[src/logic/iatc_defs.svh]
// Timing counts, widths and fixed defaults of the acquisition sequencer
`ifndef IATC_DEFS_SVH
`define IATC_DEFS_SVH

// Clock rate and microsecond tick
`define IATC_CLK_MHZ 50
`define IATC_CYC_PER_US `IATC_CLK_MHZ
`define IATC_US_DIV_W 6

// Field widths
`define IATC_CNT_W 16
`define IATC_US_W 24
`define IATC_ORG_W 8

// Frame period used without the manual rate switch, and auto-once frame count
`define IATC_AUTO_RATE_US 24'h002710
`define IATC_AUTO_ONCE_FRAMES 16'h0004

`endif

[src/logic/iatc_pkg.sv]
// Types of the image acquisition trigger control block
package iatc_pkg;

  // Capture run policy
  typedef enum logic [1:0] {
    IATC_RUN_CONT,
    IATC_RUN_COUNTED,
    IATC_RUN_SINGLE
  } iatc_run_type;

  // Trigger kind
  typedef enum logic [1:0] {
    IATC_KIND_ACQ,
    IATC_KIND_FRAME,
    IATC_KIND_BURST
  } iatc_kind_type;

  // Trigger origin
  typedef enum logic [2:0] {
    IATC_ORG_LINE,
    IATC_ORG_USER,
    IATC_ORG_COUNTER,
    IATC_ORG_LOGIC,
    IATC_ORG_HOST
  } iatc_origin_type;

  // Trigger sense
  typedef enum logic [2:0] {
    IATC_SENSE_LOW,
    IATC_SENSE_HIGH,
    IATC_SENSE_FALL,
    IATC_SENSE_RISE,
    IATC_SENSE_ANY
  } iatc_sense_type;

  // Auto shutter policy
  typedef enum logic [1:0] {
    IATC_AUTO_OFF,
    IATC_AUTO_ONCE,
    IATC_AUTO_CONT
  } iatc_auto_type;

endpackage

[src/logic/iatc_trig_qual.sv]
// Trigger origin selection and sense qualification
`timescale 1ns/1ps
`include "iatc_defs.svh"

module iatc_trig_qual (
  input wire logic clk_i,
  input wire logic rst_i,
  input wire logic [`IATC_ORG_W-1:0] line_i,
  input wire logic [`IATC_ORG_W-1:0] user_i,
  input wire logic [`IATC_ORG_W-1:0] counter_i,
  input wire logic [`IATC_ORG_W-1:0] logic_blk_i,
  input wire logic [2:0] origin_index_i,
  input wire iatc_pkg::iatc_origin_type origin_i,
  input wire iatc_pkg::iatc_sense_type sense_i,
  input wire logic host_trigger_cmd_i,
  output logic active_o,
  output logic event_o,
  output logic release_o
);

  logic raw;
  logic prev;
  logic next_prev;

  // --------------------------------------------------------------
  // Origin selection
  // --------------------------------------------------------------
  always_comb begin
    case (origin_i)
      iatc_pkg::IATC_ORG_LINE: raw = line_i[origin_index_i];
      iatc_pkg::IATC_ORG_USER: raw = user_i[origin_index_i];
      iatc_pkg::IATC_ORG_COUNTER: raw = counter_i[origin_index_i];
      iatc_pkg::IATC_ORG_LOGIC: raw = logic_blk_i[origin_index_i];
      default: raw = 1'b0; // Host origin uses the command pulse
    endcase
  end

  // Previous level for edge detection
  always_comb begin
    next_prev = raw;
  end

  always_ff @(posedge clk_i) begin
    if (rst_i) begin
      prev <= 1'b0;
    end else begin
      prev <= next_prev;
    end
  end

  // --------------------------------------------------------------
  // Sense qualification
  // --------------------------------------------------------------
  always_comb begin
    active_o = 1'b0;
    event_o = 1'b0;
    release_o = 1'b0;
    if (origin_i == iatc_pkg::IATC_ORG_HOST) begin
      event_o = host_trigger_cmd_i;
      active_o = host_trigger_cmd_i;
      release_o = host_trigger_cmd_i;
    end else begin
      case (sense_i)
        iatc_pkg::IATC_SENSE_LOW: begin
          active_o = ~raw;
          event_o = ~raw;
          release_o = raw & ~prev;
        end
        iatc_pkg::IATC_SENSE_HIGH: begin
          active_o = raw;
          event_o = raw;
          release_o = ~raw & prev;
        end
        iatc_pkg::IATC_SENSE_FALL: begin
          active_o = ~raw;
          event_o = ~raw & prev;
          release_o = raw & ~prev;
        end
        iatc_pkg::IATC_SENSE_RISE: begin
          active_o = raw;
          event_o = raw & ~prev;
          release_o = ~raw & prev;
        end
        default: begin
          active_o = raw ^ prev;
          event_o = raw ^ prev;
          release_o = raw ^ prev;
        end
      endcase
    end
  end

endmodule // iatc_trig_qual

[src/logic/iatc_seq.sv]
// Acquisition and trigger sequencer top
//
// Overview of operation
// - Continuous, counted, single policies; continuous at reset
// - Counted run stops after quantity images
// - Single run stops after one image
// - Begin and end commands start, stop capture
// - Manual switch paces at requested rate
// - Report achieved rate, slower on long exposure
// - Fixed or pulse-width exposure; fixed at reset
// - Fixed exposure lasts programmed microseconds
// - Auto once reverts to off; continuous default
// - Triggers honoured only with gate on
// - Acquisition-start trigger begins selected policy
// - Frame-start single/counted needs new begin
// - Frame-start continuous: one image per trigger
// - Burst-start continuous: burst quantity per trigger
// - Burst quantity overridden by single, counted
// - Origin from lines, outputs, counters, logic, host
// - Non-host origin qualified by programmable sense
// - Overlap policy decides triggers during readout
// - Wait trigger latency before exposure
// - Each host trigger write is one event
`timescale 1ns/1ps
`include "iatc_defs.svh"

module iatc_seq (
  input wire logic clk_i,
  input wire logic rst_i,
  input wire iatc_pkg::iatc_run_type capture_run_policy_i,
  input wire logic [`IATC_CNT_W-1:0] multi_capture_quantity_i,
  input wire logic [`IATC_CNT_W-1:0] burst_quantity_i,
  input wire logic begin_capture_cmd_i,
  input wire logic end_capture_cmd_i,
  input wire logic manual_rate_switch_i,
  input wire logic [`IATC_US_W-1:0] requested_period_us_i,
  input wire logic exposure_policy_i,
  input wire logic [`IATC_US_W-1:0] shutter_duration_us_i,
  input wire iatc_pkg::iatc_auto_type auto_shutter_policy_i,
  input wire logic auto_shutter_write_i,
  input wire logic [`IATC_US_W-1:0] auto_shutter_us_i,
  input wire logic trigger_gate_switch_i,
  input wire iatc_pkg::iatc_kind_type trigger_kind_select_i,
  input wire iatc_pkg::iatc_origin_type trigger_origin_select_i,
  input wire logic [2:0] origin_index_i,
  input wire iatc_pkg::iatc_sense_type trigger_sense_select_i,
  input wire logic overlap_policy_i,
  input wire logic [`IATC_US_W-1:0] trigger_latency_us_i,
  input wire logic host_trigger_cmd_i,
  input wire logic [`IATC_ORG_W-1:0] line_i,
  input wire logic [`IATC_ORG_W-1:0] user_i,
  input wire logic [`IATC_ORG_W-1:0] counter_i,
  input wire logic [`IATC_ORG_W-1:0] logic_blk_i,
  input wire logic readout_busy_i,
  output logic acquiring_o,
  output logic exposing_o,
  output logic frame_done_o,
  output iatc_pkg::iatc_auto_type auto_shutter_state_o,
  output logic [`IATC_US_W-1:0] achieved_period_us_o
);

  typedef enum logic [2:0] {
    IATC_ST_IDLE,
    IATC_ST_ARMED,
    IATC_ST_DELAY,
    IATC_ST_EXPOSE,
    IATC_ST_GAP
  } iatc_state_type;

  // Frames to take for one run or trigger
  function automatic logic [`IATC_CNT_W-1:0] quota_for(
    input iatc_pkg::iatc_run_type run,
    input logic [`IATC_CNT_W-1:0] cont_quota
  );
    if (run == iatc_pkg::IATC_RUN_SINGLE) begin
      quota_for = `IATC_CNT_W'(1);
    end else if (run == iatc_pkg::IATC_RUN_COUNTED) begin
      quota_for = multi_capture_quantity_i;
    end else begin
      quota_for = cont_quota;
    end
  endfunction

  iatc_state_type state;
  iatc_state_type next_state;
  logic running;
  logic next_running;
  logic [`IATC_CNT_W-1:0] remain;
  logic [`IATC_CNT_W-1:0] next_remain;
  logic [`IATC_US_W-1:0] us_cnt;
  logic [`IATC_US_W-1:0] next_us_cnt;
  logic [`IATC_US_W-1:0] frame_us;
  logic [`IATC_US_W-1:0] next_frame_us;
  logic [`IATC_US_W-1:0] achieved;
  logic [`IATC_US_W-1:0] next_achieved;
  logic [`IATC_US_DIV_W-1:0] div;
  logic [`IATC_US_DIV_W-1:0] next_div;
  iatc_pkg::iatc_auto_type auto_st;
  iatc_pkg::iatc_auto_type next_auto_st;
  logic [`IATC_CNT_W-1:0] once_left;
  logic [`IATC_CNT_W-1:0] next_once_left;
  logic done;
  logic next_done;
  logic trig_active;
  logic trig_event;
  logic trig_release;
  logic tick_us;
  logic trig_ok;
  logic [`IATC_US_W-1:0] period_us;
  logic [`IATC_US_W-1:0] expose_us;

  // --------------------------------------------------------------
  // Trigger qualification
  // --------------------------------------------------------------
  iatc_trig_qual u_qual (
    .clk_i(clk_i),
    .rst_i(rst_i),
    .line_i(line_i),
    .user_i(user_i),
    .counter_i(counter_i),
    .logic_blk_i(logic_blk_i),
    .origin_index_i(origin_index_i),
    .origin_i(trigger_origin_select_i),
    .sense_i(trigger_sense_select_i),
    .host_trigger_cmd_i(host_trigger_cmd_i),
    .active_o(trig_active),
    .event_o(trig_event),
    .release_o(trig_release)
  );

  // Microsecond tick from the divider
  always_comb begin
    tick_us = (div == `IATC_US_DIV_W'(`IATC_CYC_PER_US - 1));
  end

  // Gate, overlap and period selection
  always_comb begin
    trig_ok = trigger_gate_switch_i & trig_event &
              (overlap_policy_i | ~readout_busy_i);
    period_us = manual_rate_switch_i ? requested_period_us_i
                                     : `IATC_AUTO_RATE_US;
    expose_us = (auto_st == iatc_pkg::IATC_AUTO_OFF) ?
                shutter_duration_us_i : auto_shutter_us_i;
  end

  // --------------------------------------------------------------
  // Sequencer next state
  // --------------------------------------------------------------
  always_comb begin
    next_state = state;
    next_running = running;
    next_remain = remain;
    next_us_cnt = tick_us ? us_cnt + `IATC_US_W'(1) : us_cnt;
    next_frame_us = tick_us ? frame_us + `IATC_US_W'(1) : frame_us;
    next_achieved = achieved;
    next_done = 1'b0;
    if (end_capture_cmd_i) begin
      next_state = IATC_ST_IDLE;
      next_running = 1'b0;
      next_remain = '0;
    end else begin
      case (state)
        IATC_ST_IDLE: begin
          if (begin_capture_cmd_i) begin
            next_running = 1'b1;
            next_us_cnt = '0;
            next_frame_us = '0;
            if (trigger_gate_switch_i) begin
              next_state = IATC_ST_ARMED;
            end else begin
              next_remain = quota_for(capture_run_policy_i, '0);
              next_state = IATC_ST_EXPOSE;
            end
          end
        end
        IATC_ST_ARMED: begin
          if (trig_ok) begin
            next_us_cnt = '0;
            next_state = IATC_ST_DELAY;
            if (trigger_kind_select_i == iatc_pkg::IATC_KIND_ACQ) begin
              next_remain = quota_for(capture_run_policy_i, '0);
            end else if (trigger_kind_select_i ==
                         iatc_pkg::IATC_KIND_FRAME) begin
              next_remain = quota_for(capture_run_policy_i,
                                      `IATC_CNT_W'(1));
            end else begin
              next_remain = quota_for(capture_run_policy_i,
                                      burst_quantity_i);
            end
          end
        end
        IATC_ST_DELAY: begin
          if (us_cnt >= trigger_latency_us_i) begin
            next_us_cnt = '0;
            next_state = IATC_ST_EXPOSE;
          end
        end
        IATC_ST_EXPOSE: begin
          if (exposure_policy_i ? (trig_release | ~trig_active)
                                : (next_us_cnt >= expose_us)) begin
            next_done = 1'b1;
            next_state = IATC_ST_GAP;
            if (remain != '0) begin
              next_remain = remain - `IATC_CNT_W'(1);
            end
          end
        end
        default: begin
          if (next_frame_us >= period_us) begin
            next_achieved = next_frame_us;
            next_frame_us = '0;
            next_us_cnt = '0;
            if (remain != '0) begin
              next_state = IATC_ST_EXPOSE;
            end else if (trigger_gate_switch_i &&
                         capture_run_policy_i == iatc_pkg::IATC_RUN_CONT &&
                         trigger_kind_select_i !=
                         iatc_pkg::IATC_KIND_ACQ) begin
              next_state = IATC_ST_ARMED;
            end else if (capture_run_policy_i ==
                         iatc_pkg::IATC_RUN_CONT) begin
              next_state = IATC_ST_EXPOSE;
            end else begin
              next_state = IATC_ST_IDLE;
              next_running = 1'b0;
            end
          end
        end
      endcase
    end
    // Divider restarts on state change, so spans are whole microseconds
    next_div = (tick_us || next_state != state) ? '0
                                                 : div + `IATC_US_DIV_W'(1);
  end

  // Auto shutter policy tracking
  always_comb begin
    next_auto_st = auto_st;
    next_once_left = once_left;
    if (auto_shutter_write_i) begin
      next_auto_st = auto_shutter_policy_i;
      next_once_left = `IATC_AUTO_ONCE_FRAMES;
    end else if (auto_st == iatc_pkg::IATC_AUTO_ONCE && next_done) begin
      if (once_left <= `IATC_CNT_W'(1)) begin
        next_auto_st = iatc_pkg::IATC_AUTO_OFF;
      end
      next_once_left = once_left - `IATC_CNT_W'(1);
    end
  end

  // --------------------------------------------------------------
  // State registers
  // --------------------------------------------------------------
  always_ff @(posedge clk_i) begin
    if (rst_i) begin
      state <= IATC_ST_IDLE;
      running <= 1'b0;
      remain <= '0;
      us_cnt <= '0;
      frame_us <= '0;
      achieved <= '0;
      div <= '0;
      done <= 1'b0;
      auto_st <= iatc_pkg::IATC_AUTO_CONT;
      once_left <= '0;
    end else begin
      state <= next_state;
      running <= next_running;
      remain <= next_remain;
      us_cnt <= next_us_cnt;
      frame_us <= next_frame_us;
      achieved <= next_achieved;
      div <= next_div;
      done <= next_done;
      auto_st <= next_auto_st;
      once_left <= next_once_left;
    end
  end

  // Outputs
  always_comb begin
    acquiring_o = running;
    exposing_o = (state == IATC_ST_EXPOSE);
    frame_done_o = done;
    auto_shutter_state_o = auto_st;
    achieved_period_us_o = achieved;
  end

  // --------------------------------------------------------------
  // Checks
  // --------------------------------------------------------------
  chk_end_idles: assert property (@(posedge clk_i) disable iff (rst_i)
    end_capture_cmd_i |=> (state == IATC_ST_IDLE) && !running)
    else $error("end command did not idle");

  chk_gate_blocks: assert property (@(posedge clk_i)
    disable iff (rst_i) (state == IATC_ST_ARMED) && !trigger_gate_switch_i
    && !end_capture_cmd_i |=> state == IATC_ST_ARMED)
    else $error("trigger taken with gate off");

  chk_overlap_drop: assert property (@(posedge clk_i)
    disable iff (rst_i) (state == IATC_ST_ARMED) && readout_busy_i
    && !overlap_policy_i && !end_capture_cmd_i |=> state == IATC_ST_ARMED)
    else $error("trigger taken during readout");

  chk_single_stop: assert property (@(posedge clk_i) disable iff (rst_i)
    (state == IATC_ST_GAP) && (next_state == IATC_ST_IDLE)
    && !end_capture_cmd_i |-> remain == '0)
    else $error("run stopped with frames left");

  chk_begin_runs: assert property (@(posedge clk_i) disable iff (rst_i)
    (state == IATC_ST_IDLE) && begin_capture_cmd_i && !end_capture_cmd_i
    |=> running)
    else $error("begin command ignored");

  chk_auto_reset: assert property (@(posedge clk_i)
    $fell(rst_i) |-> auto_st == iatc_pkg::IATC_AUTO_CONT)
    else $error("auto shutter reset value wrong");

  chk_rate_floor: assert property (@(posedge clk_i) disable iff (rst_i)
    $changed(achieved) |-> achieved >= period_us)
    else $error("achieved period below request");

  chk_expose_done: assert property (@(posedge clk_i) disable iff (rst_i)
    (state == IATC_ST_EXPOSE) && !exposure_policy_i
    && (expose_us != '0) && !end_capture_cmd_i
    |-> us_cnt < expose_us)
    else $error("fixed exposure overran");

endmodule // iatc_seq

[config.mk]
export PLATFORM = sky130hd
export DESIGN_NAME = iatc_seq
export DESIGN_NICKNAME = d
export VERILOG_FILES = /design/src/logic/iatc_pkg.sv /design/src/logic/iatc_trig_qual.sv /design/src/logic/iatc_seq.sv
export VERILOG_INCLUDE_DIRS = /design/src /design/src/logic
export SDC_FILE = /design/constraint.sdc
export NUM_CORES = 1
export LEC_CHECK = 0
export BUFFER_PORTS_ARGS = -buffer_cell sky130_fd_sc_hd__buf_2
export CAP_MARGIN = 20
export CELL_PAD_IN_SITES_DETAIL_PLACEMENT = 1
export CELL_PAD_IN_SITES_GLOBAL_PLACEMENT = 1
export CORE_UTILIZATION = 40
export DETAILED_ROUTE_END_ITERATION = 16
export GPL_TIMING_DRIVEN = 0
export PLACE_DENSITY_LB_ADDON = 0.1
export SLEW_MARGIN = 20
export SYNTH_ARGS = -nofsm -noshare
export SYNTH_HDL_FRONTEND = slang
export SYNTH_SLANG_ARGS = --single-unit
[constraint.sdc]
create_clock -name clk_i -period 5.3 [get_ports clk_i]
set_clock_uncertainty 0.05 [all_clocks]
set_input_delay 1.06 -clock clk_i [delete_from_list [all_inputs] [get_ports clk_i]]
set_output_delay 1.06 -clock clk_i [all_outputs]
set_load 0.02 [all_outputs]
==> flow_summary_export.csv, run 1 <==
group,metric,value,unit
run_status,outcome,"completed",
synthesis,yosys.area_share.xor_xnor,0.06450,
setup_path,worst_r2r_startpoint,"div[0]",
pwr,p_total,2582,µW
die,initial_core_util,0.4069,
final_layout,fin_nets,1543,
setup_path,r2r_setup_slack,0.36,ns
die,dieWidth,148.2,µm
synthesis,synth_nets,1313,
cts,htree_levels,4,
place,gp_congestion,0.8556,
cts,ctsHoldBuffers,0,
place,io_buffer_count,207,
route,maxUsedRoutingLayer,"met4",
route,drcViolationCount,0,
setup_path,r2r_end,"once_left[2]",
synthesis,synth_ff_type,"dfxtp_1",
place,place_inst,1527,
cts,root_buffer,"clkbuf_16",
die,chipHeight,148.2,µm
route,vias_per_cell,5.552,
setup_path,endpoint,"once_left[2]",
pwr,p_leak,0.004955,µW
synthesis,synth_simple_gate_area_share,0.2269,
route,antenna_left,0,
min_path,hold_path_class,"reg -> reg",
flow_run,cap_violations,0,
synthesis,synth_top_cell_by_area,"dfxtp_1",
final_layout,fillers,2631,
sta,worstMarginPinSlew,1.006,ns
setup_path,startpoint_type,"register",
die,boundaryPins,215,
setup_path,cp-end-kind,"register",
route,wl,27.03,mm
synthesis,synth_edf_count,0,
final_layout,instances_no_fill,1564,
cts,cts_buffer_depth,2,
route,drt_iter0_drc,344,
synthesis,synth_top_area_share,0.2761,
synthesis,avgSynthCellArea,8.186,µm²
pwr,p_per_area,242.6,nW/µm²
global_routing,grt_pass1_wl,43.30,mm
global_routing,grt_usage,0.2477,
setup_path,arrival,5.17,ns
sta,setup_viol,0,
synthesis,yosys-top-cells-count,"118 x dfxtp_1, 99 x nor2_1, 86 x nand2_1, 82 x ha_1, 73 x inv_1",
setup_path,crit_fanout,10,
setup_path,startpoint,"div[0]",
synthesis,yosysWarnings,0,
cts,cts_buffers,17,
setup_path,worstPathRequired,5.53,ns
synthesis,synth_fa_ha_area_frac,0.1199,
synthesis,async_reset_ff_frac,0,
sta,relSlewSlack,0.3232,
sta,hold_viol,0,
sta,fin_ws,0.3601,ns
final_layout,syn_to_final_growth,24.41,%
final_layout,drive_above_1_share,0.2213,
place,hpwlAfterDp,21.04,mm
cts,clock-sinks,118,
sta,period_share,0.9320,
sta,tns,0,ns
synthesis,synthCells,1045,
pwr,ir_drop,0.2188,mV
final_layout,design_area,10640,µm²
route,met2_length,12.48,mm
synthesis,ys_types,73,
synthesis,synth_top_family_by_area,"simple AND/OR/NAND/NOR gates",
route,met1_length,12.59,mm
cts,cts_tree,"done",
route,vias,8684,
synthesis,muxShareOfSynthArea,0.05968,
global_routing,grt_pass1_vias,8834,
route,dr.pass1.iters,5,
global_routing,antenna_found_initial,1,
synthesis,yosys-top-cells-area,"dfxtp_1 28%, ha_1 12%, mux2i_1 5.3%",
die,dieArea,21980,µm²
sta,slew_viol_final,0,
route,avgRoutedWirePerCell,17.28,µm
synthesis,ys_seq_area_frac,0.2761,
die,std_cell_rows,53,
setup_path,reg2reg_depth,16,
global_routing,overflow,0,
synthesis,yosysMostFrequentCell,"dfxtp_1",
global_routing,grt_start_max_net_pins,17,
die,core_area,21020,µm²
cts,clkLatencyLatePin,0.42,ns
cts,path_clk_slew,0.06,ns
sta,period_minus_slack,4.940,ns
place,place_ws,-0.3919,ns
synthesis,synth_compound_area_frac,0.1961,
setup_path,worstSetupPathType,"reg -> reg",
route,dr_wl_met3,1.491,mm
sta,fmax,202.4,MHz
place,placed_cell_area,9935,µm²
synthesis,synth_seq_cells,118,
synthesis,synth_area,8554,µm²
sequential cells by signal, summed over array words and instances (netlist names), named ones only:
signal                cells
achieved_period_us_o     24
acquiring_o               1
auto_shutter_state_o      2
div                       6
frame_done_o              1
frame_us                 24
once_left                16
remain                   16
state                     3
u_qual.prev               1
us_cnt                   23
placed cells by master (no fill, tap or decap), drive strengths merged, types with 4 or more instances in the layout:
master,count
xor2,23
nor3,34
ha,82
nand3b,5
o211ai,4
mux2i,45
nor2,99
buf,222
a211o,6
o2bb2ai,24
a21oi,53
a2111oi,17
or2,7
bufinv,4
a22oi,10
o21a,6
o21ai,32
nand2b,6
and2,8
a31o,5
a211oi,17
or3,8
inv,76
a21o,13
clkinv,5
nor4,13
xnor2,40
o31ai,7
nand3,28
and3,12
nand2,86
nor3b,25
nor2b,15
nand4,25
and4,6
a31oi,6
dfxtp,118
clkbuf,53
a41o,5
logic make-up after synthesis:
logic type,count (synthesis)
muxes,49
adders and majority gates,82
AOI/OAI and AO/OA,232
DFF,118
and+or+nand+nor,382
buffers and inverters,119
xor gates and xnor gates,63
through the flow:
| step | utilization | hold WS (ns) |
|---|---|---|
| finish | 0.5063 | 0.4119 |
| global route | 0.5063 | 0.4268 |
| CTS | 0.5037 | 0.4150 |
| detailed placement | 0.4726 | 0.3914 |
| global placement | 0.4726 | 0.3918 |
| floorplan | - | 0.3963 |
power by group:
part / switching [µW] / internal (µW)
Combinational: 240 / 168
Clock: 460 / 805
Sequential: 11.4 / 897
Total: 712 / 1870
timing repair:
item / CTS / global route
endpoints found under the setup margin: 70 / 82
pin swaps: 0 / 1
resized for setup: 4 / 7
endpoints found under the hold margin: 0 / 0
setup buffers: 0 / 4
routing by layer:
metal,up-vias,global-route usage
met5,-,0
met4,0,0.08196
met3,34,0.04264
met2,239,0.4202
met1,4145,0.3165
li1,4266,-
worst max-delay path: stages, from the launching register on:
cell,delay (ns)
dfxtp_1,0.38
ha_1,0.18
nand4_1,0.26
or2_2,0.44
or3_1,0.39
clkbuf_1,0.18
nor2_1,0.15
xor2_1,0.23
ha_1,0.28
a21o_1,0.16
a21o_1,0.17
a211o_1,0.35
a211o_1,0.32
o31ai_2,0.67
nor3_4,0.19
a211oi_1,0.31
nor3_1,0.08
layout make-up:
| cell class | instances | area, µm² | area share |
|---|---|---|---|
| repair buffers | 211 | 1066 | 0.1002 |
| diodes | 1 | 2.502 | 0.0002351 |
| clock buffers | 18 | 439.2 | 0.04126 |
| well taps | 275 | 344.1 | 0.03233 |
| inverters | 73 | 274.0 | 0.02575 |
| flip-flops and latches | 118 | 2362 | 0.2220 |
| clock inverters | 14 | 197.7 | 0.01858 |
| multi-input cells | 808 | 5741 | 0.5394 |
| plain buffers | 46 | 216.5 | 0.02034 |
worst min-delay path by stage:
stage | startpoint | slack (ns) | cells past startpoint | endpoint
final | achieved_period_us_o[11] | 0.41 | 1 | achieved_period_us_o[11]
after global routing | achieved_period_us_o[7] | 0.43 | 1 | achieved_period_us_o[7]
after CTS | achieved_period_us_o[7] | 0.41 | 1 | achieved_period_us_o[7]
after detailed placement | achieved_period_us_o[9] | 0.39 | 1 | achieved_period_us_o[9]
after global placement | achieved_period_us_o[9] | 0.39 | 1 | achieved_period_us_o[9]
after floorplan | once_left[12] | 0.40 | 2 | once_left[12]
Power figures use the tool's default switching activity.
==> run 2: changes to the inputs <==
--- a/config.mk
+++ b/config.mk
@@ -10,7 +10,7 @@
 export CAP_MARGIN = 20
 export CELL_PAD_IN_SITES_DETAIL_PLACEMENT = 1
 export CELL_PAD_IN_SITES_GLOBAL_PLACEMENT = 1
-export CORE_UTILIZATION = 40
+export CORE_UTILIZATION = 43
 export DETAILED_ROUTE_END_ITERATION = 16
 export GPL_TIMING_DRIVEN = 0
 export PLACE_DENSITY_LB_ADDON = 0.1
==> constraint.sdc (replaced) <==
create_clock -name clk_i -period 6.1 [get_ports clk_i]
set_clock_uncertainty 0.05 [all_clocks]
set_input_delay 1.22 -clock clk_i [delete_from_list [all_inputs] [get_ports clk_i]]
set_output_delay 1.22 -clock clk_i [all_outputs]
set_load 0.02 [all_outputs]
==> flow_summary_export.csv, run 2 (same netlist as run 1, synthesis figures left out) <==
group,metric,value,unit
cts,cts_setup_buffers,0,
global_routing,overflow,0,
die,initial_core_util,0.4395,
global_routing,grt_start_max_net_pins,17,
min_path,hold_end,"achieved_period_us_o[8]",
pwr,p_switching,618.0,µW
die,dieArea,20460,µm²
global_routing,antenna_found_initial,0,
route,drcViolationCount,0,
final_layout,syn_to_final_growth,23.05,%
cts,cts_tree,"done",
cts,cts_buffers,17,
die,boundaryPins,215,
route,drt_iter0_drc,326,
final_layout,final_util,0.5409,
cts,ctsHoldBuffers,0,
route,wl,26.76,mm
route,antenna_left,0,
cts,clkLatencyLatePin,0.42,ns
pwr,pwr-share-seq,0.364,
pwr,p_clk_frac,0.473,
setup_path,r2r_end,"div[4]",
pwr,ir_drop,0.1895,mV
cts,path_clk_slew,0.06,ns
place,io_buffer_count,207,
sta,hold_viol,0,
sta,worstMarginPinSlew,1.087,ns
die,chipHeight,143.0,µm
pwr,p_leak,0.004887,µW
pwr,p_per_area,206.2,nW/µm²
final_layout,fin_nets,1539,
die,std_cell_rows,51,
cts,root_buffer,"clkbuf_16",
min_path,hold_depth,1,
setup_path,worstSetupPathType,"reg -> reg",
route,avgRoutedWirePerCell,17.28,µm
pwr,p_int,1552,µW
setup_path,r2r_setup_slack,0.79,ns
die,dieWidth,143.0,µm
final_layout,fillers,2466,
pwr,power_frac_comb,0.163,
final_layout,layout_common_cells,"213 x buf_2, 118 x dfxtp_1, 99 x nor2_1",
cts,cts_resized,0,
sta,tns,0,ns
min_path,hold_path_class,"reg -> reg",
sta,fmax,188.2,MHz
setup_path,arrival,5.58,ns
global_routing,grt_pass1_wl,42.70,mm
sta,grt_setup_unrepaired,"false",
pwr,swShare,0.2847,
final_layout,antenna_cells,0,
sta,period_share,0.8708,
global_routing,grt_usage,0.2664,
setup_path,worst_r2r_startpoint,"div[0]",
setup_path,cp-end-kind,"register",
place,gp_congestion,0.8697,
final_layout,register_area,2362,µm²
route,vias_per_cell,5.645,
pwr,p_total,2170,µW
cts,htree_levels,4,
min_path,min_from,"achieved_period_us_o[8]",
final_layout,mostFrequentLayoutCell,"buf_2",
setup_path,reg2reg_depth,16,
sta,relSlewSlack,0.2729,
flow_run,cap_violations,0,
final_layout,drive_above_1_share,0.2126,
place,hpwlAfterDp,21.15,mm
place,place_inst,1517,
setup_path,startpoint_type,"register",
cts,clock-sinks,118,
sta,setup_viol,0,
cts,cts_buffer_depth,2,
final_layout,instances_no_fill,1549,
die,core_area,19460,µm²
setup_path,worstPathRequired,6.37,ns
final_layout,multiInputGateArea,5713,µm²
sta,period_minus_slack,5.312,ns
sta,slew_viol_final,0,
run_status,outcome,"completed",
global_routing,grt_pass1_vias,8855,
setup_path,crit_fanout,8,
route,vias,8744,
route,dr.pass1.iters,4,
## run 2: through the flow
| stage | cell area, µm² | hold WS (ns) | setup slack (ns) |
|---|---|---|---|
| floorplan | 8554 | 0.3963 | 1.776 |
| global placement | 9922 | 0.3924 | 0.6463 |
| detailed placement | 9922 | 0.3914 | 0.5110 |
| CTS | 10520 | 0.4174 | 0.4315 |
| global route | 10530 | 0.4302 | 0.3175 |
| finish | 10530 | 0.4105 | 0.7879 |
## run 2: power by group through the flow
stage                     clock, µW  combinational (µW)  sequential [µW]
after global placement            0                 342              805
after detailed placement          0                 350              806
after floorplan                   0                 213              805
final                          1030                 355              789
after global routing           1070                 389              790
after CTS                      1040                 353              789
## run 2: worst max-delay path by stage
| stage | slack [ns] | startpoint | end |
|---|---|---|---|
| final | 0.79 | div[0] | div[4] |
| after floorplan | 1.78 | origin_index_i[1] | remain[15] |
| after global placement | 0.65 | div[0] | div[5] |
| after detailed placement | 0.51 | div[0] | div[4] |
| after global routing | 0.32 | div[0] | us_cnt[8] |
| after CTS | 0.43 | div[0] | us_cnt[9] |
## run 2: layout make-up
type                            instances  share of cell area
Tap cell                              265             0.03150
Timing Repair Buffer                  207             0.09842
Inverter                               73             0.02603
Clock buffer                           19             0.04303
Multi-Input combinational cell        808              0.5427
Buffer                                 46             0.02009
Sequential cell                       118              0.2244
Clock inverter                         13             0.01379
## run 2: critical path, cell delays in order (launching register included)
cell and delay [ns]:
dfxtp_1 0.39, ha_1 0.19, nand4_1 0.33, nor4_2 0.78, nand4_1 0.31, nor2_1 0.24, xnor2_1 0.23, inv_1 0.08
ha_1 0.31, a21o_1 0.16, a2111oi_0 0.39, a21oi_1 0.24, o21a_1 0.22, a311o_1 0.26, a211oi_1 0.58, nand4_1 0.18
a211oi_1 0.26
## run 2: metal layers
layer  up-vias  track usage  part of all wire  wire length, µm
met5         -            0                 0                0
met4         0      0.07527             0.017              442
met3        34      0.04930             0.055             1461
met2       228       0.4685              0.48            12820
met1      4221       0.3291              0.45            12040
li1       4261            -                 -                -
